--- src/shared/pq_emc_pkg.sv ---
package pq_emc_pkg;

  // Register addresses, at their printed word offsets.
  localparam int PQ_AW = 12;
  localparam logic [11:0] PQ_ADDR_IRQ_EN = 12'h406;
  localparam logic [11:0] PQ_ADDR_EVT_EN = 12'h407;
  localparam logic [11:0] PQ_ADDR_OC_THR = 12'h409;
  localparam logic [11:0] PQ_ADDR_OC_CAP_A = 12'h40A;
  localparam logic [11:0] PQ_ADDR_OC_CAP_B = 12'h40B;
  localparam logic [11:0] PQ_ADDR_OC_CAP_C = 12'h40C;
  localparam logic [11:0] PQ_ADDR_OC_CAP_N = 12'h40D;
  localparam logic [11:0] PQ_ADDR_VREF = 12'h40F;
  localparam logic [11:0] PQ_ADDR_SAG_THR = 12'h410;
  localparam logic [11:0] PQ_ADDR_SAG_A = 12'h411;
  localparam logic [11:0] PQ_ADDR_SAG_B = 12'h412;
  localparam logic [11:0] PQ_ADDR_SAG_C = 12'h413;
  localparam logic [11:0] PQ_ADDR_SURGE_THR = 12'h414;
  localparam logic [11:0] PQ_ADDR_SURGE_A = 12'h415;
  localparam logic [11:0] PQ_ADDR_SURGE_B = 12'h416;
  localparam logic [11:0] PQ_ADDR_SURGE_C = 12'h417;
  localparam logic [11:0] PQ_ADDR_IDLE_STS = 12'h41F;
  localparam logic [11:0] PQ_ADDR_OC_STS = 12'h48F;
  localparam logic [11:0] PQ_ADDR_IRQ_STS = 12'h4F0;

  // Field widths and positions.
  localparam int PQ_VW = 24;
  localparam int PQ_IRQ_W = 16;
  localparam int PQ_EVT_W = 17;
  localparam int PQ_IDLE_W = 18;
  localparam int PQ_CLASSES = 6;
  localparam int PQ_EVT_READY_BIT = 16;
  localparam int PQ_EVT_IDLE_LSB = 10;
  localparam int PQ_EVT_SIGN_LSB = 6;
  localparam int PQ_EVT_SURGE_LSB = 3;
  localparam int PQ_EVT_SAG_LSB = 0;

  // Values after reset.
  localparam logic [23:0] PQ_RST_OC_THR = 24'hFFFFFF;
  localparam logic [23:0] PQ_RST_OC_CAP = 24'h000000;
  localparam logic [23:0] PQ_RST_VREF = 24'h045D45;
  localparam logic [23:0] PQ_RST_SAG_THR = 24'h000000;
  localparam logic [23:0] PQ_RST_SAG_CAP = 24'h7FFFFF;
  localparam logic [23:0] PQ_RST_SURGE_THR = 24'hFFFFFF;
  localparam logic [23:0] PQ_RST_SURGE_CAP = 24'h000000;
  localparam logic [15:0] PQ_RST_IRQ_EN = 16'h0000;
  localparam logic [16:0] PQ_RST_EVT_EN = 17'h00000;

  // Register access request.
  typedef struct packed {
    logic wr;
    logic rd;
    logic [11:0] addr;
    logic [31:0] wdata;
  } pq_reg_req_t;

  // Zero-crossing pulses; index 0 is phase A. Packed order matches enable bits 15:6.
  typedef struct packed {
    logic [2:0] cur;
    logic comb;
    logic [2:0] volt;
    logic [2:0] tmo;
  } pq_zc_t;

endpackage : pq_emc_pkg

--- src/core/pq_emc_top.sv ---
`timescale 1ns/10ps

// Notes on behaviour
// RULE_01 - Current zero-crossing interrupts gated by bits 15:13.
// RULE_02 - Combined voltage zero-crossing interrupt gated by bit 12.
// RULE_03 - Voltage zero-crossing interrupts gated by bits 11:9.
// RULE_04 - Zero-crossing timeout interrupts gated by bits 8:6.
// RULE_05 - Bits 5:0 gate idle enter/exit interrupts.
// RULE_06 - Event bit 16: event low on sample ready.
// RULE_07 - Event bits 15:10: low when class idle.
// RULE_08 - Event bits 9:6: low on negative last pulse.
// RULE_09 - Event bits 5:3 surge, 2:0 sag.
// RULE_10 - Writable 24-bit overcurrent threshold, resets all ones.
// RULE_11 - Capture enabled phase current above threshold.
// RULE_12 - Writable voltage reference, resets 0x45D45.
// RULE_13 - Writable sag threshold, resets to zero.
// RULE_14 - Per-phase sag rms capture, resets 0x7FFFFF.
// RULE_15 - Writable surge threshold, resets all ones.
// RULE_16 - Per-phase surge rms capture, resets zero.
// RULE_17 - Per-phase idle status bits, six per phase.
// RULE_18 - Surge and sag status follow live condition.
// RULE_19 - Overcurrent only on enabled current channels.
// RULE_20 - Four overcurrent phase flags, A B C N.
// RULE_21 - Interrupt on enabled pending flag; event likewise.
// RULE_22 - Reserved bits read zero, ignore writes.
module pq_emc_top
  import pq_emc_pkg::*;
(
  // Clock and reset.
  input wire logic i_clk,
  input wire logic i_rst_n,
  // Register access port.
  input wire pq_reg_req_t i_reg,
  output logic [31:0] o_rd_data,
  output logic o_rd_valid,
  // Zero-crossing and idle detectors.
  input wire pq_zc_t i_zc,
  input wire logic [PQ_IDLE_W-1:0] i_idle,
  // Waveform and energy pulse outputs.
  input wire logic i_sample_ready,
  input wire logic [3:0] i_pulse_out,
  input wire logic [3:0] i_pulse_neg,
  // Half-cycle rms results; index 0 is phase A, index 3 neutral.
  input wire logic [3:0][PQ_VW-1:0] i_irms,
  input wire logic i_irms_upd,
  input wire logic [2:0][PQ_VW-1:0] i_vrms,
  input wire logic i_vrms_upd,
  input wire logic [3:0] i_overcurrent_enable,
  // Pins and status to the rest of the device.
  output logic o_irq_n,
  output logic o_event_n,
  output logic [3:0] o_overcurrent_phase_flags,
  output logic [2:0] o_surge_state,
  output logic [2:0] o_sag_state,
  output logic [PQ_VW-1:0] o_voltage_ref_value
);

  logic [PQ_IRQ_W-1:0] irq_en_q;
  logic [PQ_IRQ_W-1:0] irq_sts_q;
  logic [PQ_IRQ_W-1:0] irq_sts_d;
  logic [PQ_EVT_W-1:0] evt_en_q;
  logic [PQ_VW-1:0] oc_thr_q;
  logic [PQ_VW-1:0] sag_thr_q;
  logic [PQ_VW-1:0] surge_thr_q;
  logic [3:0][PQ_VW-1:0] oc_cap_q;
  logic [2:0][PQ_VW-1:0] sag_cap_q;
  logic [2:0][PQ_VW-1:0] surge_cap_q;
  logic [PQ_IDLE_W-1:0] idle_q;
  logic [3:0] pulse_q;
  logic [3:0] neg_q;
  logic ready_q;
  logic [3:0] oc_flag_q;
  logic [2:0] sag_q;
  logic [2:0] surge_q;

  // Write decode.
  wire wr_irq_en = i_reg.wr && (i_reg.addr == PQ_ADDR_IRQ_EN);
  wire wr_evt_en = i_reg.wr && (i_reg.addr == PQ_ADDR_EVT_EN);
  wire wr_oc_thr = i_reg.wr && (i_reg.addr == PQ_ADDR_OC_THR);
  wire wr_vref = i_reg.wr && (i_reg.addr == PQ_ADDR_VREF);
  wire wr_sag_thr = i_reg.wr && (i_reg.addr == PQ_ADDR_SAG_THR);
  wire wr_surge_thr = i_reg.wr && (i_reg.addr == PQ_ADDR_SURGE_THR);
  wire wr_irq_sts = i_reg.wr && (i_reg.addr == PQ_ADDR_IRQ_STS);

  // Per-class idle summaries: any phase idle, and any phase changing state.
  logic [PQ_CLASSES-1:0] class_idle;
  logic [PQ_CLASSES-1:0] class_change;
  genvar k;
  generate
    for (k = 0; k < PQ_CLASSES; k++) begin : g_class
      assign class_idle[k] = i_idle[k] | i_idle[PQ_CLASSES+k] | i_idle[2*PQ_CLASSES+k]; // [RULE_07]
      assign class_change[k] = (i_idle[k] ^ idle_q[k])
          | (i_idle[PQ_CLASSES+k] ^ idle_q[PQ_CLASSES+k])
          | (i_idle[2*PQ_CLASSES+k] ^ idle_q[2*PQ_CLASSES+k]); // [RULE_05]
    end
  endgenerate

  // Sticky interrupt status; a new event wins over a clear in the same cycle.
  wire [PQ_IRQ_W-1:0] irq_set = {i_zc.cur, i_zc.comb, i_zc.volt, i_zc.tmo,
      class_change}; // [RULE_01] [RULE_02] [RULE_03] [RULE_04] [RULE_05]
  wire [PQ_IRQ_W-1:0] irq_clr = wr_irq_sts ? i_reg.wdata[PQ_IRQ_W-1:0] : '0;
  assign irq_sts_d = (irq_sts_q & ~irq_clr) | irq_set;
  wire irq_pending = |(irq_sts_d & irq_en_q); // [RULE_21]

  // Falling edge of each energy pulse output latches the sign of that pulse.
  wire [3:0] pulse_fall = pulse_q & ~i_pulse_out;
  wire [3:0] neg_d = (pulse_fall & i_pulse_neg) | (~pulse_fall & neg_q); // [RULE_08]

  // Overcurrent compare on enabled channels only.
  logic [3:0] oc_hit;
  logic [2:0] sag_hit;
  logic [2:0] surge_hit;
  genvar p;
  generate
    for (p = 0; p < 4; p++) begin : g_oc
      assign oc_hit[p] = i_overcurrent_enable[p] && (i_irms[p] > oc_thr_q); // [RULE_11] [RULE_19]
    end
    for (p = 0; p < 3; p++) begin : g_volt
      assign sag_hit[p] = i_vrms[p] < sag_thr_q;
      assign surge_hit[p] = i_vrms[p] > surge_thr_q;
    end
  endgenerate

  // Event pin condition from every enabled source.
  wire [PQ_EVT_W-1:0] evt_src = {ready_q, class_idle, neg_d, surge_q, sag_q};
  wire evt_active = |(evt_src & evt_en_q); // [RULE_06] [RULE_07] [RULE_08] [RULE_09] [RULE_21]

  // Configuration registers.
  always_ff @(posedge i_clk) begin
    if (!i_rst_n) begin
      irq_en_q <= PQ_RST_IRQ_EN;
      evt_en_q <= PQ_RST_EVT_EN;
      oc_thr_q <= PQ_RST_OC_THR; // [RULE_10]
      o_voltage_ref_value <= PQ_RST_VREF; // [RULE_12]
      sag_thr_q <= PQ_RST_SAG_THR; // [RULE_13]
      surge_thr_q <= PQ_RST_SURGE_THR; // [RULE_15]
    end else begin
      if (wr_irq_en) begin
        irq_en_q <= i_reg.wdata[PQ_IRQ_W-1:0]; // [RULE_22]
      end
      if (wr_evt_en) begin
        evt_en_q <= i_reg.wdata[PQ_EVT_W-1:0]; // [RULE_22]
      end
      if (wr_oc_thr) begin
        oc_thr_q <= i_reg.wdata[PQ_VW-1:0]; // [RULE_10]
      end
      if (wr_vref) begin
        o_voltage_ref_value <= i_reg.wdata[PQ_VW-1:0]; // [RULE_12]
      end
      if (wr_sag_thr) begin
        sag_thr_q <= i_reg.wdata[PQ_VW-1:0]; // [RULE_13]
      end
      if (wr_surge_thr) begin
        surge_thr_q <= i_reg.wdata[PQ_VW-1:0]; // [RULE_15]
      end
    end
  end

  // Event tracking, interrupt status and pins.
  always_ff @(posedge i_clk) begin
    if (!i_rst_n) begin
      irq_sts_q <= '0;
      idle_q <= '0;
      pulse_q <= '0;
      neg_q <= '0;
      ready_q <= 1'b0;
      o_irq_n <= 1'b1;
      o_event_n <= 1'b1;
    end else begin
      irq_sts_q <= irq_sts_d;
      idle_q <= i_idle; // [RULE_17]
      pulse_q <= i_pulse_out;
      neg_q <= neg_d;
      ready_q <= i_sample_ready; // [RULE_06]
      o_irq_n <= ~irq_pending; // [RULE_21]
      o_event_n <= ~evt_active; // [RULE_21]
    end
  end

  // Overcurrent flags and captures.
  always_ff @(posedge i_clk) begin
    if (!i_rst_n) begin
      oc_flag_q <= '0;
      oc_cap_q <= {4{PQ_RST_OC_CAP}};
    end else if (i_irms_upd) begin
      oc_flag_q <= oc_hit; // [RULE_20]
      for (int i = 0; i < 4; i++) begin
        if (oc_hit[i]) begin
          oc_cap_q[i] <= i_irms[i]; // [RULE_11]
        end
      end
    end
  end

  // Sag and surge state and captures.
  always_ff @(posedge i_clk) begin
    if (!i_rst_n) begin
      sag_q <= '0;
      surge_q <= '0;
      sag_cap_q <= {3{PQ_RST_SAG_CAP}}; // [RULE_14]
      surge_cap_q <= {3{PQ_RST_SURGE_CAP}}; // [RULE_16]
    end else if (i_vrms_upd) begin
      sag_q <= sag_hit; // [RULE_18]
      surge_q <= surge_hit; // [RULE_18]
      for (int i = 0; i < 3; i++) begin
        if (sag_hit[i]) begin
          sag_cap_q[i] <= i_vrms[i]; // [RULE_14]
        end
        if (surge_hit[i]) begin
          surge_cap_q[i] <= i_vrms[i]; // [RULE_16]
        end
      end
    end
  end

  assign o_overcurrent_phase_flags = oc_flag_q;
  assign o_sag_state = sag_q;
  assign o_surge_state = surge_q;

  // Read multiplexer; unmapped addresses and reserved bits read as zero.
  logic [31:0] rd_mux;
  always_comb begin
    rd_mux = 32'h00000000;
    unique case (i_reg.addr)
      PQ_ADDR_IRQ_EN: rd_mux = {16'h0000, irq_en_q};
      PQ_ADDR_IRQ_STS: rd_mux = {16'h0000, irq_sts_q};
      PQ_ADDR_EVT_EN: rd_mux = {15'h0000, evt_en_q};
      PQ_ADDR_OC_THR: rd_mux = {8'h00, oc_thr_q};
      PQ_ADDR_OC_CAP_A: rd_mux = {8'h00, oc_cap_q[0]};
      PQ_ADDR_OC_CAP_B: rd_mux = {8'h00, oc_cap_q[1]};
      PQ_ADDR_OC_CAP_C: rd_mux = {8'h00, oc_cap_q[2]};
      PQ_ADDR_OC_CAP_N: rd_mux = {8'h00, oc_cap_q[3]};
      PQ_ADDR_VREF: rd_mux = {8'h00, o_voltage_ref_value};
      PQ_ADDR_SAG_THR: rd_mux = {8'h00, sag_thr_q};
      PQ_ADDR_SAG_A: rd_mux = {8'h00, sag_cap_q[0]};
      PQ_ADDR_SAG_B: rd_mux = {8'h00, sag_cap_q[1]};
      PQ_ADDR_SAG_C: rd_mux = {8'h00, sag_cap_q[2]};
      PQ_ADDR_SURGE_THR: rd_mux = {8'h00, surge_thr_q};
      PQ_ADDR_SURGE_A: rd_mux = {8'h00, surge_cap_q[0]};
      PQ_ADDR_SURGE_B: rd_mux = {8'h00, surge_cap_q[1]};
      PQ_ADDR_SURGE_C: rd_mux = {8'h00, surge_cap_q[2]};
      PQ_ADDR_IDLE_STS: rd_mux = {14'h0000, idle_q}; // [RULE_17]
      PQ_ADDR_OC_STS: rd_mux = {28'h0000000, oc_flag_q}; // [RULE_20]
      default: rd_mux = 32'h00000000; // [RULE_22]
    endcase
  end

  always_ff @(posedge i_clk) begin
    if (!i_rst_n) begin
      o_rd_data <= 32'h00000000;
      o_rd_valid <= 1'b0;
    end else begin
      o_rd_valid <= i_reg.rd;
      o_rd_data <= i_reg.rd ? rd_mux : 32'h00000000;
    end
  end

endmodule : pq_emc_top

--- config.mk ---
export PLATFORM = sky130hd
export DESIGN_NAME = pq_emc_top
export DESIGN_NICKNAME = d
export VERILOG_FILES = /design/src/shared/pq_emc_pkg.sv /design/src/core/pq_emc_top.sv
export SDC_FILE = /design/constraint.sdc
export NUM_CORES = 1
export LEC_CHECK = 0
export ABC_AREA = 0
export BUFFER_PORTS_ARGS = -buffer_cell sky130_fd_sc_hd__buf_2
export CAP_MARGIN = 20
export CORE_MARGIN = 2
export CORE_UTILIZATION = 53
export DETAILED_ROUTE_END_ITERATION = 6
export PLACE_DENSITY = 0.77
export SYNTH_ARGS = -nofsm -noshare
export SYNTH_HDL_FRONTEND = slang
export SYNTH_SLANG_ARGS = --single-unit
--- constraint.sdc ---
create_clock -name i_clk -period 3.1 [get_ports i_clk]
set_clock_uncertainty 0.2 [all_clocks]
set_input_delay 0.62 -clock i_clk [delete_from_list [all_inputs] [get_ports i_clk]]
set_output_delay 0.62 -clock i_clk [all_outputs]
set_load 0.01 [all_outputs]
==> load_flow_metrics.sql, run 1 <==
INSERT INTO impl_metrics (metric_group, metric, value, unit) VALUES
('status', 'outcome', 'complete, but fails checks', ''),
('status', 'violations', 'design-rule violations', ''),
('floorplan', 'rows', '79', ''),
('yosys', 'synth-seq-area-share', '0.361', ''),
('floorplan', 'core_area', '0.0465', 'mm²'),
('clock_tree', 'cts_buffers', '48', ''),
('timing', 'period_needed', '3.03', 'ns'),
('yosys', 'synth-warning-count', '0', ''),
('critical_path', 'ff2ff_setup_slack', '0.07', 'ns'),
('floorplan', 'io_pins', '328', ''),
('clock_tree', 'worstSkewPairLatency', '0.61', 'ns'),
('pwr', 'power.density_cell_area', '432', 'mW/mm²'),
('global_route', 'global_route.usage.total', '0.444', ''),
('yosys', 'synth_cell_types', '70', ''),
('yosys', 'synth_compound_area_frac', '0.217', ''),
('global_route', 'pin_count_of_the_biggest_net_entering_global_routing', '82', ''),
('clock_tree', 'clkSlewWorstSetupHoldPaths', '0.07', 'ns'),
('clock_tree', 'root_buffer', 'clkbuf_16', ''),
('clock_tree', 'ctsHoldBuffers', '0', ''),
('critical_path', 'worstSetupStartpointType', 'flip-flop', ''),
('critical_path', 'path_class', 'flip-flop to flip-flop', ''),
('placement', 'gp_congestion', '1.07', ''),
('cells_and_area', 'antenna-diode-count', '0', ''),
('global_route', 'gr-total-overflow', '0', ''),
('placement', 'post_dp_hpwl', '87800', 'µm'),
('timing', 'final_hold_viol_count', '0', ''),
('clock_tree', 'cts.path.max_buffers', '3', ''),
('pwr', 'power.ir.vdd_worst', '520', 'µV'),
('cells_and_area', 'postLayoutCellArea', '0.0309', 'mm²'),
('clock_tree', 'h-tree-depth', '2', ''),
('yosys', 'synth_xor_xnor_area_share', '0.00633', ''),
('global_route', 'first_global_vias', '24400', ''),
('cells_and_area', 'drive_above_1_share', '0.222', ''),
('route', 'drt_iter0_drc', '3918', ''),
('yosys', 'postSynthCellCount', '2816', ''),
('critical_path', 'critical_path.max_fanout', '25', ''),
('floorplan', 'dieHeight', '221', 'µm'),
('yosys', 'post_synthesis_simple_gate_area_fraction', '0.172', ''),
('yosys', 'ys_seq_elements', '449', ''),
('placement', 'placed_cell_area', '0.0292', 'mm²'),
('floorplan', 'start_util', '0.536', ''),
('route', 'totalWireLength', '113000', 'µm'),
('placement', 'io_buffer_count', '311', ''),
('pwr', 'leakage', '13.2', 'nW'),
('critical_path', 'required', '3.42', 'ns'),
('global_route', 'initial_antenna_violation_count', '3', ''),
('timing', 'finalCritPeriodShare', '0.976', ''),
('yosys', 'synth_flop_cell', 'dfxtp_1', ''),
('yosys', 'synth_top_family_by_area', 'compound AO/OA/AOI/OAI gates', ''),
('timing', 'timing_max_transition_violations_final', '0', ''),
('timing', 'timing.final.setup_violations', '0', ''),
('global_route', 'grt_pass1_wl', '162000', 'µm'),
('timing', 'final_setup_slack_of_the_worst_path', '0.0748', 'ns'),
('yosys', 'synthesis.area_per_instance', '8.85', 'µm²'),
('run', 'cap_violations', '0', ''),
('timing', 'worst_margin_pin_slew', '0.750', 'ns'),
('critical_path', 'end_kind', 'flip-flop', ''),
('floorplan', 'die-area', '0.0488', 'mm²'),
('timing', 'max_clock_freq', '331', 'MHz'),
('cells_and_area', 'nNetsFinal', '3778', ''),
('cells_and_area', 'area.growth.synth_to_final', '24.1', '%'),
('yosys', 'async_reset_ff_frac', '0', ''),
('floorplan', 'dieWidth', '221', 'µm'),
('timing', 'timing.max_slew.rel_slack', '0.500', ''),
('route', 'wl_per_cell', '28.7', 'µm'),
('placement', 'dpl_worst_slack', '-0.238', 'ns'),
('clock_tree', 'cts_tree', 'done', ''),
('yosys', 'synth_mux_area_frac', '0.0768', ''),
('yosys', 'synth_area', '0.0249', 'mm²'),
('route', 'drt_first_pass_iters', '7', ''),
('route', 'route.detailed.drc', '8', ''),
('route', 'antenna_left', '0', ''),
('critical_path', 'critical_path_arrival', '3.35', 'ns'),
('yosys', 'synth_fa_ha_area_frac', '0.119', ''),
('route', 'via_count', '25800', ''),
('yosys', 'synth-edff-count', '0', ''),
('worst_hold_path', 'worst_hold_path_type', 'input port to flip-flop', ''),
('route', 'via_per_inst', '6.58', ''),
('clock_tree', 'cts.sink_count', '449', '');
-- metal layers --
metal  up-vias  routed length (µm)  global-route usage
li1      11300                   -                   -
met1     12300               44800               0.614
met2      1839               45200               0.622
met3       328               15900               0.130
met4         0                6790               0.231
met5         -                   0                   0
-- report_power, final --
group / switching, mW / total (mW) / leakage, nW / internal, mW
combinational: 0.870 / 1.43 / 8.75 / 0.561
clock: 2.52 / 5.92 / 0.782 / 3.40
sequential: 0.126 / 6.00 / 3.64 / 5.88
-- cell families after synthesis --
group	count (synthesis)
and+or+nand+nor	925
AOI/OAI and AO/OA	717
DFF	449
buffers and inverters	279
adders and majority gates	237
muxes	190
xor gates and xnor gates	18
other	1
-- layout by cell type, fill, tap and decap left out, drive strengths merged, types with 37 or more instances in the layout --
master and instances:
buf 604, nand2 583, dfxtp 449, ha 237
mux2i 181, a21oi 162, inv 84, nand3 71
a211o 71, o211a 69, clkbuf 68, nor2 60
a22oi 57, nand4 55, o211ai 54, a221oi 47
a22o 45, o21ai 38, and2 37
-- final timing paths --
path / startpoint / to / cells after the start
setup reg to reg: sag_thr_q[19] / sag_cap_q[71] / 10
setup / recovery: sag_thr_q[19] / sag_cap_q[71] / 10
hold reg to reg: oc_cap_q[64] / oc_cap_q[64] / 2
hold / removal: i_zc[8] / irq_sts_q[14] / 3
-- registers in the layout, summed over array words and instances, names as in the netlist, 16 cells and up --
signal,count
irq_sts_q,16
evt_en_q,17
surge_thr_q,24
idle_q,18
sag_cap_q,72
oc_thr_q,24
o_rd_data,24
o_voltage_ref_value,24
surge_cap_q,72
oc_cap_q,96
irq_en_q,16
sag_thr_q,24
-- synth_stat cells (all sizes together) (45+ instances only) --
master	number	area, µm²
inv	83	312
nor2	60	225
nand2	583	2190
a21oi	162	811
clkbuf	123	462
a211o	71	622
ha	237	2970
dfxtp	449	8990
nand4	55	344
a22o	45	394
o211ai	54	405
buf	73	427
a221oi	47	412
a22oi	57	428
o211a	69	691
mux2i	181	1810
nand3	71	355
-- final cells by class --
cell class	instances	area, µm²
multi-input combinational	2095	14900
tap	607	759
clock buffer	67	1400
sequential	449	8990
inverter	83	314
timing repair buffer	605	4370
fill	3855	15500
clock inverter	18	194
-- metrics by stage --
| step | utilization | power (mW) | instances | TNS, ns | hold WS [ns] |
|---|---|---|---|---|---|
| global placement | 0.628 | 7.44 | 3830 | -13.95 | 0.239 |
| floorplan | - | 6.71 | 2823 | 0 | 0.231 |
| detailed placement | 0.629 | 7.49 | 3832 | -8.94 | 0.247 |
| finish | 0.666 | 13.4 | 3924 | 0 | 0.0348 |
| CTS | 0.664 | 13.3 | 3917 | 0 | 0.0234 |
| global route | 0.666 | 13.6 | 3924 | -0.00427 | 0.0486 |
-- critical path, stage by stage, from the launching register on --
cell	delay [ns]
dfxtp_1	0.42
inv_1	0.17
ha_1	0.35
a21oi_1	0.12
o21ai_0	0.22
a2111oi_1	0.48
nand4_1	0.14
buf_4	0.25
o21ai_2	0.19
buf_12	0.20
mux2i_1	0.19
-- repair_timing --
action | 4_1_cts | 5_1_grt
resized for setup | 0 | 8
setup endpoints to repair | 0 | 74
buffers inserted | 0 | 6
Power figures use the tool's default switching activity.
==> run 2: changes to the inputs <==
Settings changed: ABC_AREA 0 to 1, CAP_MARGIN 20 to 40.
==> run 2 against run 1 <==
The flow now finishes without violations. Sequential power down 1%. Synthesized cell count grew 31%. Highest routed layer is now met5. Die area up 3.2%. Largest cell class unchanged.
==> load_flow_metrics.sql, run 2 <==
INSERT INTO impl_metrics (metric_group, metric, value, unit) VALUES
('floorplan', 'die-area', '0.0503', 'mm²'),
('route', 'antenna_left', '0', ''),
('yosys', 'synth-edff-count', '0', ''),
('global_route', 'initial_antenna_violation_count', '10', ''),
('floorplan', 'rows', '80', ''),
('yosys', 'synth-warning-count', '0', ''),
('yosys', 'netlist.top_cell.by_area', 'dfxtp_1', ''),
('pwr', 'clock_power_share', '0.473', ''),
('clock_tree', 'post-cts-setup-buffer-count', '0', ''),
('pwr', 'power.ir.vdd_worst', '398', 'µV'),
('floorplan', 'io_pins', '328', ''),
('run', 'cap_violations', '0', ''),
('timing', 'period_needed', '2.81', 'ns'),
('critical_path', 'path_class', 'flip-flop to flip-flop', ''),
('clock_tree', 'cts_buffers', '49', ''),
('yosys', 'ys_seq_elements', '449', ''),
('global_route', 'pin_count_of_the_biggest_net_entering_global_routing', '189', ''),
('worst_hold_path', 'worst_hold_path_type', 'input port to flip-flop', ''),
('placement', 'io_buffer_count', '311', ''),
('critical_path', 'critical_path.max_fanout', '23', ''),
('critical_path', 'crit_path_top_delay_cell', 'nor3_1', ''),
('yosys', 'async_reset_ff_frac', '0', ''),
('pwr', 'total_power', '13.6', 'mW'),
('global_route', 'met2_usage', '0.603', ''),
('placement', 'placed_cell_area', '0.0286', 'mm²'),
('critical_path', 'timing.critical_path.cells', 'inv_1 -> buf_4 -> ha_1 -> nand2_1 -> nor2_1 -> nand4_1 -> nor3_1 -> a31oi_4 -> buf_4 -> a21oi_1 -> nor2_1', ''),
('critical_path', 'required', '3.41', 'ns'),
('cells_and_area', 'mostFrequentLayoutCell', 'nand2_1', ''),
('critical_path', 'max_stage_delay', '0.37', 'ns'),
('route', 'drt_iter0_drc', '3585', ''),
('cells_and_area', 'fin_util', '0.634', ''),
('critical_path', 'reg2regPathDepth', '11', ''),
('floorplan', 'dieHeight', '224', 'µm'),
('clock_tree', 'clkSlewWorstSetupHoldPaths', '0.06', 'ns'),
('critical_path', 'critPathBufInv', '3', ''),
('timing', 'unrepaired_setup_endpoints_after_global_routing', 'false', ''),
('pwr', 'switching_share', '0.256', ''),
('clock_tree', 'cts_tree', 'done', ''),
('global_route', 'gr-total-overflow', '0', ''),
('yosys', 'synthesis.area_per_instance', '7.00', 'µm²'),
('global_route', 'first_global_vias', '24700', ''),
('route', 'route.detailed.drc', '0', ''),
('timing', 'timing.final.setup_violations', '0', ''),
('floorplan', 'dieWidth', '224', 'µm'),
('worst_hold_path', 'whs_endpoint', 'pulse_q[2]', ''),
('clock_tree', 'cts.sink_count', '449', ''),
('pwr', 'leakage', '14.7', 'nW'),
('pwr', 'p_comb_frac', '0.090', ''),
('yosys', 'synth-seq-area-share', '0.349', ''),
('placement', 'post_dp_hpwl', '80000', 'µm'),
('timing', 'timing_max_transition_violations_final', '0', ''),
('cells_and_area', 'most-common-layout-cells', 'nand2_1 (757), dfxtp_1 (449), inv_1 (397)', ''),
('route', 'via_per_inst', '5.93', ''),
('global_route', 'grt_busiest_layer', 'met2', ''),
('critical_path', 'ff2ff_setup_slack', '0.29', 'ns'),
('yosys', 'synthMostInstantiatedCell', 'nand2_1', ''),
('route', 'drt_first_pass_iters', '6', ''),
('clock_tree', 'h-tree-depth', '2', ''),
('timing', 'final_hold_viol_count', '0', ''),
('timing', 'setup_total_neg_slack', '0', 'ns'),
('cells_and_area', 'largest_register_ffs', '96', ''),
('yosys', 'synth_cell_types', '43', ''),
('cells_and_area', 'n_fill_cell', '4542', ''),
('timing', 'max_clock_freq', '356', 'MHz'),
('critical_path', 'worst_r2r_startpoint', 'oc_thr_q[18]', ''),
('yosys', 'synth_flop_cell', 'dfxtp_1', ''),
('cells_and_area', 'postLayoutCellArea', '0.0303', 'mm²'),
('global_route', 'global_route.usage.total', '0.400', ''),
('yosys', 'netlist_top_cells_count', 'nand2_1 (757), dfxtp_1 (449), inv_1 (397)', ''),
('cells_and_area', 'largest_registers_in_the_final_layout', 'oc_cap_q x96, sag_cap_q x72, surge_cap_q x72', ''),
('route', 'wl_per_cell', '22.3', 'µm'),
('pwr', 'internal_power', '10.1', 'mW'),
('timing', 'hold-worst-slack', '0.0190', 'ns'),
('clock_tree', 'cts.path.max_buffers', '3', ''),
('pwr', 'power.switching', '3.47', 'mW'),
('timing', 'finalCritPeriodShare', '0.905', ''),
('status', 'outcome', 'complete, no violations', ''),
('route', 'via_count', '27500', ''),
('timing', 'timing.max_slew.rel_slack', '0.465', ''),
('global_route', 'globalRouteMet1Util', '0.526', ''),
('critical_path', 'worstSetupStartpointType', 'flip-flop', ''),
('floorplan', 'core_area', '0.0478', 'mm²'),
('timing', 'worst_margin_pin_slew', '0.801', 'ns'),
('pwr', 'power.density_cell_area', '447', 'mW/mm²'),
('cells_and_area', 'area.growth.synth_to_final', '17.9', '%'),
('critical_path', 'end_kind', 'flip-flop', ''),
('cells_and_area', 'regMostFlops', 'oc_cap_q', ''),
('floorplan', 'start_util', '0.538', ''),
('yosys', 'post_synth_main_area_contributors', 'dfxtp_1 (35%), ha_1 (12%), nand2_1 (11%)', ''),
('clock_tree', 'worstSkewPairLatency', '0.63', 'ns'),
('yosys', 'synth_area', '0.0257', 'mm²'),
('worst_hold_path', 'hold-path-cell-count', '3', ''),
('route', 'totalWireLength', '103000', 'µm'),
('yosys', 'postSynthCellCount', '3675', ''),
('worst_hold_path', 'worstHoldStart', 'i_pulse_out[2]', ''),
('critical_path', 'critical_path_arrival', '3.12', 'ns'),
('clock_tree', 'root_buffer', 'clkbuf_16', ''),
('cells_and_area', 'nNetsFinal', '4472', ''),
('pwr', 'seq_power_share', '0.437', ''),
('placement', 'gp_congestion', '1.03', ''),
('critical_path', 'path_delay_family', 'simple AND/OR/NAND/NOR gates', ''),
('critical_path', 'worst_r2r_endpoint', 'oc_cap_q[18]', ''),
('cells_and_area', 'drive_above_1_share', '0.139', ''),
('global_route', 'grt_pass1_wl', '150000', 'µm'),
('yosys', 'post-synth-top-area-fraction', '0.349', ''),
('global_route', 'global_route.usage.met3', '0.0914', '');
==> run 2: layout make-up <==
| class | instances | area [µm²] | share of cell area |
|---|---|---|---|
| multi-input combinational | 2631 | 14500 | 0.478 |
| sequential | 449 | 8990 | 0.296 |
| timing repair buffer | 438 | 2800 | 0.0921 |
| inverter | 407 | 1530 | 0.0504 |
| clock buffer | 67 | 1420 | 0.0469 |
| tap | 615 | 769 | 0.0254 |
| clock inverter | 20 | 319 | 0.0105 |
| antenna | 6 | 15.0 | 0.000495 |
==> run 2: worst max path at each step <==
stage,start,to,slack (ns),depth (start not counted)
6_report,oc_thr_q[18],oc_cap_q[18],0.29,11
5_1_grt,oc_thr_q[18],oc_cap_q[5],0.11,12
4_1_cts,oc_thr_q[18],oc_cap_q[10],0.34,13
3_5_place_dp,i_reg[37],o_rd_data[7],0.19,12
3_3_place_gp,i_irms[71],oc_cap_q[66],0.09,11
2_1_floorplan,i_vrms[71],surge_cap_q[52],0.61,10
==> run 2: kinds of logic (layout without fill, tap and decap cells) <==
family / after synthesis / in the layout / synth area share
AOI/OAI and AO/OA: 771 / 771 / 0.170
xor gates and xnor gates: 15 / 15 / 0.00511
and+or+nand+nor: 1598 / 1598 / 0.268
buffers and inverters: 602 / 932 / 0.0913
other: 1 / 14 / 0.000146
adders and majority gates: 237 / 237 / 0.115
muxes: 2 / 2 / 0.000778
DFF: 449 / 449 / 0.349
==> run 2: what timing repair did <==
item	in CTS	in global routing
hold endpoints to repair	2	0
resized for setup	0	0
hold buffers	2	0
==> run 2: through the flow <==
| stage | setup slack, ns | instances |
|---|---|---|
| 2_1_floorplan | 0.607 | 3682 |
| 3_3_place_gp | 0.0858 | 4537 |
| 3_5_place_dp | 0.187 | 4538 |
| 4_1_cts | 0.344 | 4627 |
| 5_1_grt | 0.112 | 4632 |
| 6_report | 0.293 | 4633 |
==> run 2: power by group through the flow <==
stage / combinational, mW / clock (mW) / sequential (mW)
after floorplan: 0.638 / 0 / 6.04
after global placement: 1.15 / 0 / 6.05
after detailed placement: 1.18 / 0 / 6.05
after CTS: 1.19 / 6.38 / 5.92
after global routing: 1.33 / 6.60 / 5.93
final: 1.22 / 6.41 / 5.93
==> run 2: tightest hold or removal path, delay by kind of cell <==
family | cells | cell delay, ns
simple gates | 1 | 0.05
buf+inv | 2 | 0.13
==> run 2: routing by layer <==
metal / wire length [µm] / part of all wire / vias to the layer above
li1: - / - / 12900
met1: 40700 / 0.39 / 12700
met2: 44100 / 0.43 / 1530
met3: 11600 / 0.11 / 336
met4: 6820 / 0.066 / 12
met5: 221 / 0.0021 / -
